--- src/rtl/ifrs_pkg.sv ---
/*
  ifrs_pkg: register offsets, bit positions, write masks and reset values
  of the interrupt flag, enable and reset status block.
  assumes: an 8-bit register port on a single 10 MHz system clock.
*/
package ifrs_pkg;

  // ----------------------------------------------------------------
  // widths
  // ----------------------------------------------------------------
  localparam int ADDR_W = 8;
  localparam int DATA_W = 8;

  // ----------------------------------------------------------------
  // register offsets
  // ----------------------------------------------------------------
  localparam logic [ADDR_W-1:0] OFF_CORE_CTRL = 8'h00;
  localparam logic [ADDR_W-1:0] OFF_PERI_EN1  = 8'h01;
  localparam logic [ADDR_W-1:0] OFF_PERI_EN2  = 8'h02;
  localparam logic [ADDR_W-1:0] OFF_PERI_FL1  = 8'h03;
  localparam logic [ADDR_W-1:0] OFF_PERI_FL2  = 8'h04;
  localparam logic [ADDR_W-1:0] OFF_PWR_STAT  = 8'h05;
  localparam logic [ADDR_W-1:0] OFF_PIN_CHG   = 8'h06;
  localparam logic [ADDR_W-1:0] OFF_BOR_CTRL  = 8'h07;

  // ----------------------------------------------------------------
  // core control bit positions
  // ----------------------------------------------------------------
  localparam int B_GLOBAL_EN  = 7;
  localparam int B_PERI_EN    = 6;
  localparam int B_T0_EN      = 5;
  localparam int B_EXT_EN     = 4;
  localparam int B_PCHG_EN    = 3;
  localparam int B_T0_FLAG    = 2;
  localparam int B_EXT_FLAG   = 1;
  localparam int B_PCHG_FLAG  = 0;

  // ----------------------------------------------------------------
  // peripheral group one / two bit positions (enable and flag alike)
  // ----------------------------------------------------------------
  localparam int B_T1_GATE    = 7;
  localparam int B_ADC        = 6;
  localparam int B_LIM2       = 3;
  localparam int B_LIM1       = 2;
  localparam int B_T2         = 1;
  localparam int B_T1         = 0;
  localparam int B_CMP2       = 5;
  localparam int B_CMP1       = 4;
  localparam int B_COG        = 2;
  localparam int B_CCP        = 0;

  // ----------------------------------------------------------------
  // power status bit positions
  // ----------------------------------------------------------------
  localparam int B_POR        = 1;
  localparam int B_BOR        = 0;

  // ----------------------------------------------------------------
  // implemented-bit masks and reset values
  // ----------------------------------------------------------------
  localparam logic [DATA_W-1:0] MASK_CORE   = 8'hff;
  localparam logic [DATA_W-1:0] MASK_PERI1  = 8'hcf;
  localparam logic [DATA_W-1:0] MASK_PERI2  = 8'h35;
  localparam logic [DATA_W-1:0] MASK_PWR    = 8'h03;
  localparam logic [DATA_W-1:0] RST_CORE    = 8'h00;
  localparam logic [DATA_W-1:0] RST_PERI    = 8'h00;
  localparam logic [DATA_W-1:0] RST_PWR     = 8'h01;
  localparam logic [DATA_W-1:0] RST_PIN_CHG = 8'h00;
  localparam logic              RST_BOR_EN  = 1'b0;

endpackage

--- src/rtl/ifrs_top.sv ---
/*
  ifrs_top: interrupt enable and flag registers, combined cpu interrupt
  request, and power-on / brown-out reset status.
  assumes: all event inputs are synchronous to sys_clk and are either
  one-cycle pulses or levels (ext pin, pin-change pins, comparator outputs, pwm mode); the register master
  never asserts both strobes at once.
*/
// Functional notes
// flags set regardless of any enable bit
// software clears stale flags before enabling
// global enable bit 7 gates every interrupt
// peripheral group enable bit 6 gates peripherals
// timer-0 rollover sets bit 2 until cleared
// reset never touches the timer-0 counter
// chosen pin edge sets bit 1 flag
// enabled pin change sets bit 0 flag
// peripheral enable one map, bits 5-4 zero
// peripheral enable two map, unused bits zero
// adc completion sets flag bit 6
// timer-1 gate event sets flag bit 7
// limit timer matches set bits 3 and 2
// timer-2 period match sets bit 1
// timer-1 rollover sets bit 0
// comparator output change sets bits 5/4
// output generator shutdown sets bit 2
// capture/compare sets bit 0, not in pwm
// power-on status reads 0 after power-on
// brown-out status reads 0 after brown-out
// power register holds brown-out enable, upper zero; the code keeps the enable in its own register at 0x07, bit 0
// request when flag, enable and global set
module ifrs_top #(
  parameter int PIN_CNT = 6
) (
  input  wire logic                         sys_clk,
  input  wire logic                         arst_n,
  input  wire logic [ifrs_pkg::ADDR_W-1:0]  addr,
  input  wire logic [ifrs_pkg::DATA_W-1:0]  wr_data,
  input  wire logic                         wr_stb,
  input  wire logic                         rd_stb,
  output logic      [ifrs_pkg::DATA_W-1:0]  rd_data,
  input  wire logic                         timer_zero_rollover,
  input  wire logic                         ext_irq_pin,
  input  wire logic                         ext_edge_rising,
  input  wire logic [PIN_CNT-1:0]           pin_change_pins,
  input  wire logic                         timer_one_gate_event,
  input  wire logic                         adc_done_event,
  input  wire logic                         limit_timer_one_match,
  input  wire logic                         limit_timer_two_match,
  input  wire logic                         timer_two_match,
  input  wire logic                         timer_one_rollover,
  input  wire logic                         comparator_one_output,
  input  wire logic                         comparator_two_output,
  input  wire logic                         output_generator_shutdown,
  input  wire logic                         capture_compare_event,
  input  wire logic                         capture_compare_pwm_mode,
  input  wire logic                         brownout_reset_event,
  output logic                              cpu_irq,
  output logic                              brownout_enable
);
  import ifrs_pkg::*;

  // ----------------------------------------------------------------
  // reset release
  // ----------------------------------------------------------------
  logic rst_meta_reg;
  logic rst_n;

  always_ff @(posedge sys_clk or negedge arst_n) begin
    if (!arst_n) begin
      rst_meta_reg <= 1'b0;
      rst_n        <= 1'b0;
    end else begin
      rst_meta_reg <= 1'b1;
      rst_n        <= rst_meta_reg;
    end
  end

  // ----------------------------------------------------------------
  // register access helpers
  // ----------------------------------------------------------------
  function automatic logic hit(input logic [ADDR_W-1:0] a, input logic [ADDR_W-1:0] off);
    hit = (a == off);
  endfunction

  function automatic logic [DATA_W-1:0] upd(input logic [DATA_W-1:0] cur,
                                            input logic                we,
                                            input logic [DATA_W-1:0] wd,
                                            input logic [DATA_W-1:0] set,
                                            input logic [DATA_W-1:0] msk);
    upd = ((we ? wd : cur) | set) & msk;
  endfunction

  // ----------------------------------------------------------------
  // edge detection of level inputs
  // ----------------------------------------------------------------
  logic               primed_reg;
  logic               ext_prev_reg;
  logic               cmp1_prev_reg;
  logic               cmp2_prev_reg;
  logic [PIN_CNT-1:0] pins_prev_reg;
  logic [PIN_CNT-1:0] pin_chg_en_reg;
  logic               ext_edge;
  logic               pin_chg;
  logic               cmp1_chg;
  logic               cmp2_chg;

  always_ff @(posedge sys_clk or negedge rst_n) begin
    if (!rst_n) begin
      primed_reg    <= 1'b0;
      ext_prev_reg  <= 1'b0;
      cmp1_prev_reg <= 1'b0;
      cmp2_prev_reg <= 1'b0;
      pins_prev_reg <= '0;
    end else begin
      primed_reg    <= 1'b1;
      ext_prev_reg  <= ext_irq_pin;
      cmp1_prev_reg <= comparator_one_output;
      cmp2_prev_reg <= comparator_two_output;
      pins_prev_reg <= pin_change_pins;
    end
  end

  // the first cycle after reset only loads history, so no false edges
  assign ext_edge = primed_reg && (ext_edge_rising ? (ext_irq_pin && !ext_prev_reg)
                                                   : (!ext_irq_pin && ext_prev_reg));
  assign pin_chg  = primed_reg && |((pin_change_pins ^ pins_prev_reg) & pin_chg_en_reg);
  assign cmp1_chg = primed_reg && (comparator_one_output != cmp1_prev_reg);
  assign cmp2_chg = primed_reg && (comparator_two_output != cmp2_prev_reg);

  // ----------------------------------------------------------------
  // hardware set vectors
  // ----------------------------------------------------------------
  logic [DATA_W-1:0] core_set;
  logic [DATA_W-1:0] peri1_set;
  logic [DATA_W-1:0] peri2_set;

  always_comb begin
    core_set               = '0;
    core_set[B_T0_FLAG]    = timer_zero_rollover;
    core_set[B_EXT_FLAG]   = ext_edge;
    core_set[B_PCHG_FLAG]  = pin_chg;
    peri1_set              = '0;
    peri1_set[B_T1_GATE]   = timer_one_gate_event;
    peri1_set[B_ADC]       = adc_done_event;
    peri1_set[B_LIM2]      = limit_timer_two_match;
    peri1_set[B_LIM1]      = limit_timer_one_match;
    peri1_set[B_T2]        = timer_two_match;
    peri1_set[B_T1]        = timer_one_rollover;
    peri2_set              = '0;
    peri2_set[B_CMP2]      = cmp2_chg;
    peri2_set[B_CMP1]      = cmp1_chg;
    peri2_set[B_COG]       = output_generator_shutdown;
    peri2_set[B_CCP]       = capture_compare_event && !capture_compare_pwm_mode;
  end

  // ----------------------------------------------------------------
  // interrupt registers (hardware set wins over a software clear)
  // ----------------------------------------------------------------
  logic [DATA_W-1:0] core_reg;
  logic [DATA_W-1:0] peri_en1_reg;
  logic [DATA_W-1:0] peri_en2_reg;
  logic [DATA_W-1:0] peri_fl1_reg;
  logic [DATA_W-1:0] peri_fl2_reg;

  // timer-0 counter lives outside and is not reset here
  always_ff @(posedge sys_clk or negedge rst_n) begin
    if (!rst_n) begin
      core_reg <= RST_CORE;
    end else begin
      core_reg <= upd(core_reg, wr_stb && hit(addr, OFF_CORE_CTRL), wr_data,
                      core_set, MASK_CORE);
    end
  end

  always_ff @(posedge sys_clk or negedge rst_n) begin
    if (!rst_n) begin
      peri_en1_reg <= RST_PERI;
      peri_en2_reg <= RST_PERI;
    end else begin
      peri_en1_reg <= upd(peri_en1_reg, wr_stb && hit(addr, OFF_PERI_EN1), wr_data,
                          '0, MASK_PERI1);
      peri_en2_reg <= upd(peri_en2_reg, wr_stb && hit(addr, OFF_PERI_EN2), wr_data,
                          '0, MASK_PERI2);
    end
  end

  always_ff @(posedge sys_clk or negedge rst_n) begin
    if (!rst_n) begin
      peri_fl1_reg <= RST_PERI;
      peri_fl2_reg <= RST_PERI;
    end else begin
      peri_fl1_reg <= upd(peri_fl1_reg, wr_stb && hit(addr, OFF_PERI_FL1), wr_data,
                          peri1_set, MASK_PERI1);
      peri_fl2_reg <= upd(peri_fl2_reg, wr_stb && hit(addr, OFF_PERI_FL2), wr_data,
                          peri2_set, MASK_PERI2);
    end
  end

  always_ff @(posedge sys_clk or negedge rst_n) begin
    if (!rst_n) begin
      pin_chg_en_reg <= RST_PIN_CHG[PIN_CNT-1:0];
    end else if (wr_stb && hit(addr, OFF_PIN_CHG)) begin
      pin_chg_en_reg <= wr_data[PIN_CNT-1:0];
    end
  end

  // ----------------------------------------------------------------
  // power status and brown-out enable
  // ----------------------------------------------------------------
  logic [DATA_W-1:0] pwr_reg;

  always_ff @(posedge sys_clk or negedge rst_n) begin
    if (!rst_n) begin
      pwr_reg <= RST_PWR;
    end else if (brownout_reset_event) begin
      pwr_reg[B_BOR] <= 1'b0;
    end else if (wr_stb && hit(addr, OFF_PWR_STAT)) begin
      pwr_reg <= wr_data & MASK_PWR;
    end
  end

  always_ff @(posedge sys_clk or negedge rst_n) begin
    if (!rst_n) begin
      brownout_enable <= RST_BOR_EN;
    end else if (wr_stb && hit(addr, OFF_BOR_CTRL)) begin
      brownout_enable <= wr_data[0];
    end
  end

  // ----------------------------------------------------------------
  // interrupt request
  // ----------------------------------------------------------------
  logic core_pend;
  logic peri_pend;
  logic irq_cond;

  assign core_pend = (core_reg[B_T0_EN]   && core_reg[B_T0_FLAG])
                  || (core_reg[B_EXT_EN]  && core_reg[B_EXT_FLAG])
                  || (core_reg[B_PCHG_EN] && core_reg[B_PCHG_FLAG]);
  assign peri_pend = core_reg[B_PERI_EN]
                  && (|(peri_en1_reg & peri_fl1_reg) || |(peri_en2_reg & peri_fl2_reg));
  assign irq_cond  = core_reg[B_GLOBAL_EN] && (core_pend || peri_pend);

  always_ff @(posedge sys_clk or negedge rst_n) begin
    if (!rst_n) begin
      cpu_irq <= 1'b0;
    end else begin
      cpu_irq <= irq_cond;
    end
  end

  // ----------------------------------------------------------------
  // read port
  // ----------------------------------------------------------------
  always_ff @(posedge sys_clk or negedge rst_n) begin
    if (!rst_n) begin
      rd_data <= '0;
    end else if (!rd_stb) begin
      rd_data <= '0;
    end else if (hit(addr, OFF_CORE_CTRL)) begin
      rd_data <= core_reg;
    end else if (hit(addr, OFF_PERI_EN1)) begin
      rd_data <= peri_en1_reg;
    end else if (hit(addr, OFF_PERI_EN2)) begin
      rd_data <= peri_en2_reg;
    end else if (hit(addr, OFF_PERI_FL1)) begin
      rd_data <= peri_fl1_reg;
    end else if (hit(addr, OFF_PERI_FL2)) begin
      rd_data <= peri_fl2_reg;
    end else if (hit(addr, OFF_PWR_STAT)) begin
      rd_data <= pwr_reg;
    end else if (hit(addr, OFF_PIN_CHG)) begin
      rd_data <= DATA_W'(pin_chg_en_reg);
    end else if (hit(addr, OFF_BOR_CTRL)) begin
      rd_data <= {{(DATA_W-1){1'b0}}, brownout_enable};
    end else begin
      rd_data <= '0;
    end
  end
endmodule

--- config.mk ---
export PLATFORM = sky130hd
export DESIGN_NAME = ifrs_top
export DESIGN_NICKNAME = d
export VERILOG_FILES = /design/src/rtl/ifrs_pkg.sv /design/src/rtl/ifrs_top.sv
export SDC_FILE = /design/constraint.sdc
export NUM_CORES = 1
export LEC_CHECK = 0
export CAP_MARGIN = 25
export CORE_ASPECT_RATIO = 1.4
export CORE_MARGIN = 3
export CORE_UTILIZATION = 40
export CTS_BUF_LIST = sky130_fd_sc_hd__clkbuf_8 sky130_fd_sc_hd__clkbuf_16
export DETAILED_ROUTE_END_ITERATION = 12
export DONT_BUFFER_PORTS = 1
export PLACE_DENSITY = 0.52
export SETUP_SLACK_MARGIN = 0.3
export SKIP_CTS_REPAIR_TIMING = 1
export SLEW_MARGIN = 15
export SYNTH_ARGS = -nofsm -noshare
export SYNTH_HDL_FRONTEND = slang
export SYNTH_SLANG_ARGS = --single-unit
--- constraint.sdc ---
create_clock -name sys_clk -period 5.3 [get_ports sys_clk]
set_clock_uncertainty 0.15 [all_clocks]
set_input_delay 0.53 -clock sys_clk [delete_from_list [all_inputs] [get_ports sys_clk]]
set_output_delay 0.53 -clock sys_clk [all_outputs]
set_load 0.03 [all_outputs]
==> flow_summary_export.csv <==
group,metric,value,unit
yosys,yosys.area_share.xor_xnor,0.02618,
placement,post-dp-hpwl,4869,µm
clock_network,cts_sinks,58,
final_layout,finish.utilization,0.4704,
worst_setup_path,path_cells,"nor4_2 -> and3_1 -> and4_1 -> mux2_1",
final_layout,fin_nets,267,
sta,max_slew.worst_pin.slew,0.7169,ns
global_routing,antenna_found_initial,0,
global_routing,grt_max_degree,50,
sta,final.period_utilization,0.3967,
die,die_h,102.8,µm
die,dieArea,0.007722,mm²
yosys,synth_fa_ha_area_frac,0,
sta,fin_crit,2.103,ns
pwr,peakVddDrop,0.1795,mV
worst_setup_path,cp.required,5.36,ns
final_layout,drive_gt1_frac,0.1948,
drt,dr.pass1.iters,4,
clock_network,cts_made_buffers,9,
worst_setup_path,crit_path_end_kind,"flop",
worst_setup_path,cp_max_fo,8,
yosys,avgSynthCellArea,12.11,µm²
drt,wire_per_inst,21.58,µm
final_layout,fillCellCount,591,
die,rows,34,
yosys,synthMuxAreaShare,0.1571,
yosys,synth-compound-area-share,0.09771,
final_layout,multiInputGateArea,0.001154,mm²
final_layout,final_area,0.002982,mm²
worst_setup_path,cp.arrival,2.16,ns
pwr,leakagePower,1.313,nW
global_routing,grt_pass1_vias,1946,
placement,portBuffers,0,
sta,worst_slack,3.197,ns
run_status,status,"complete, no violations",
pwr,power,1.007,mW
global_routing,grt-ovfl-total,0,
sta,rsz0062_at_grt,"no",
die,start_util,0.4222,
yosys,synth_edf_count,0,
sta,slew_violations,0,
placement,place_congestion,0.8506,
worst_setup_path,max_stage_delay,0.46,ns
drt,drcViolationCount,0,
drt,postRouteAntennaNets,0,
yosys,synth_simple_gate_area_frac,0.1473,
sta,whs,0.06070,ns
worst_setup_path,path_buf_inv,0,
drt,wl,6538,µm
placement,pre_cts_ws,2.834,ns
drt,drt_iter0_markers,121,
job,maxCapViolations,0,
yosys,synth_seq_cells,58,
final_layout,syn_to_final_growth,11.41,%
clock_network,cts_tree,"yes",
worst_setup_path,cp_top_family,"simple AND/OR/NAND/NOR gates",
final_layout,layout.cells.non_filler,303,
yosys,synth_top_family_by_area,"multiplexers",
die,ioPinCount,51,
yosys,ys.warnings.count,0,
yosys,syn_inst,221,
global_routing,grt_usage,0.1865,
clock_network,htreeDepth,3,
worst_setup_path,critPathLaunchType,"primary input",
final_layout,regArea,0.001454,mm²
sta,setup_viol,0,
worst_setup_path,cp_slowest_cell,"nor4_2",
placement,place_area,0.002724,mm²
sta,max_freq,0.4756,GHz
yosys,async_flop_share,1.000,
clock_network,clk_pin_slew,0.06,ns
global_routing,grt_pass1_wl,10370,µm
sta,slew_headroom,0.5185,
sta,finalSetupTns,0,ns
worst_setup_path,critPathKind,"primary input to flop",
sta,hold_violations,0,
drt,viasPerCell,5.997,
clock_network,root_buffer,"clkbuf_8",
placement,dp.cells,285,
die,core_area,0.006339,mm²
die,fp.dieW,75.13,µm
yosys,synth_cell_types,42,
yosys,synth_area,0.002676,mm²
yosys,ys_seq_area_frac,0.5428,
clock_network,cts_buffer_depth,2,
final_layout,antennaDiodeCount,0,
drt,vias,1817,
pwr,powerDensity,337.6,mW/mm²
yosys,ys.flop_type,"dfrtp_1",
clock_network,clock_latency,0.33,ns
min_path,holdCritPathClass,"flop to async pin",
==> worst paths after layout <==
check                                      from         endpoint  slack [ns]  cells after the start
setup reg to reg                brownout_enable       rd_data[0]        3.66                      3
max in group asynchronous                 rst_n  peri_fl1_reg[2]        4.21                      1
hold / removal                            rst_n       pwr_reg[0]        0.06                      0
setup / recovery                        addr[3]  peri_en1_reg[7]        3.20                      4
hold reg to reg                           rst_n       pwr_reg[0]        0.06                      0
min in group sys_clk       brownout_reset_event       pwr_reg[0]        0.07                      1
==> report_power, final <==
part           switching (mW)  internal, mW  leakage (nW)
combinational          0.0289        0.0308         0.488
sequential             0.0154         0.460         0.707
clock                   0.170         0.302         0.119
total                   0.214         0.793          1.31
==> logic make-up (layout without fill, tap and decap cells) <==
kind of cell / count (synthesis) / after routing
AND/OR/NAND/NOR: 68 / 68
other: 1 / 2
flip-flops: 58 / 58
buffers and inverters: 15 / 24
multiplexers: 35 / 35
AO/OA/AOI/OAI: 36 / 36
XOR/XNOR: 8 / 8
==> layer usage <==
metal | GRT usage | share of wire | vias to the layer above
met5 | 0 | 0 | -
met4 | 0.1036 | 0.030 | 0
met3 | 0.06049 | 0.068 | 11
met2 | 0.2946 | 0.52 | 62
met1 | 0.2219 | 0.38 | 918
li1 | - | - | 826
==> cells in the final DEF (no fill, tap or decap), drive strengths merged, types with 3 or more instances in the layout <==
| cell | n |
|---|---|
| inv | 5 |
| and3 | 6 |
| mux2 | 23 |
| nand3 | 10 |
| mux2i | 9 |
| dfrtp | 57 |
| a31oi | 3 |
| nor3 | 11 |
| nor3b | 5 |
| o21ai | 4 |
| nand2 | 11 |
| a21oi | 9 |
| a22oi | 8 |
| nand2b | 3 |
| clkbuf | 12 |
| nor2 | 12 |
| xor2 | 8 |
| nor4 | 5 |
| mux4 | 3 |
==> cell type report <==
| cell class | count | area share |
|---|---|---|
| multi-input cells | 149 | 0.3869 |
| repair buffers | 3 | 0.009232 |
| well taps | 72 | 0.03021 |
| clock buffers | 12 | 0.05539 |
| flip-flops and latches | 58 | 0.4876 |
| inverters | 5 | 0.006295 |
| clock inverters | 4 | 0.02434 |
==> cells in the mapped netlist (6+ instances only) <==
master | count | area share
a22oi_1 | 8 | 0.022
and3_1 | 6 | 0.014
dfrtp_1 | 57 | 0.53
mux2_1 | 8 | 0.034
mux2_2 | 14 | 0.059
mux2i_1 | 9 | 0.034
nand2_1 | 11 | 0.015
nand3_1 | 10 | 0.019
nor2_1 | 12 | 0.017
nor3_1 | 11 | 0.021
xor2_1 | 8 | 0.026
Power figures use the tool's default switching activity.
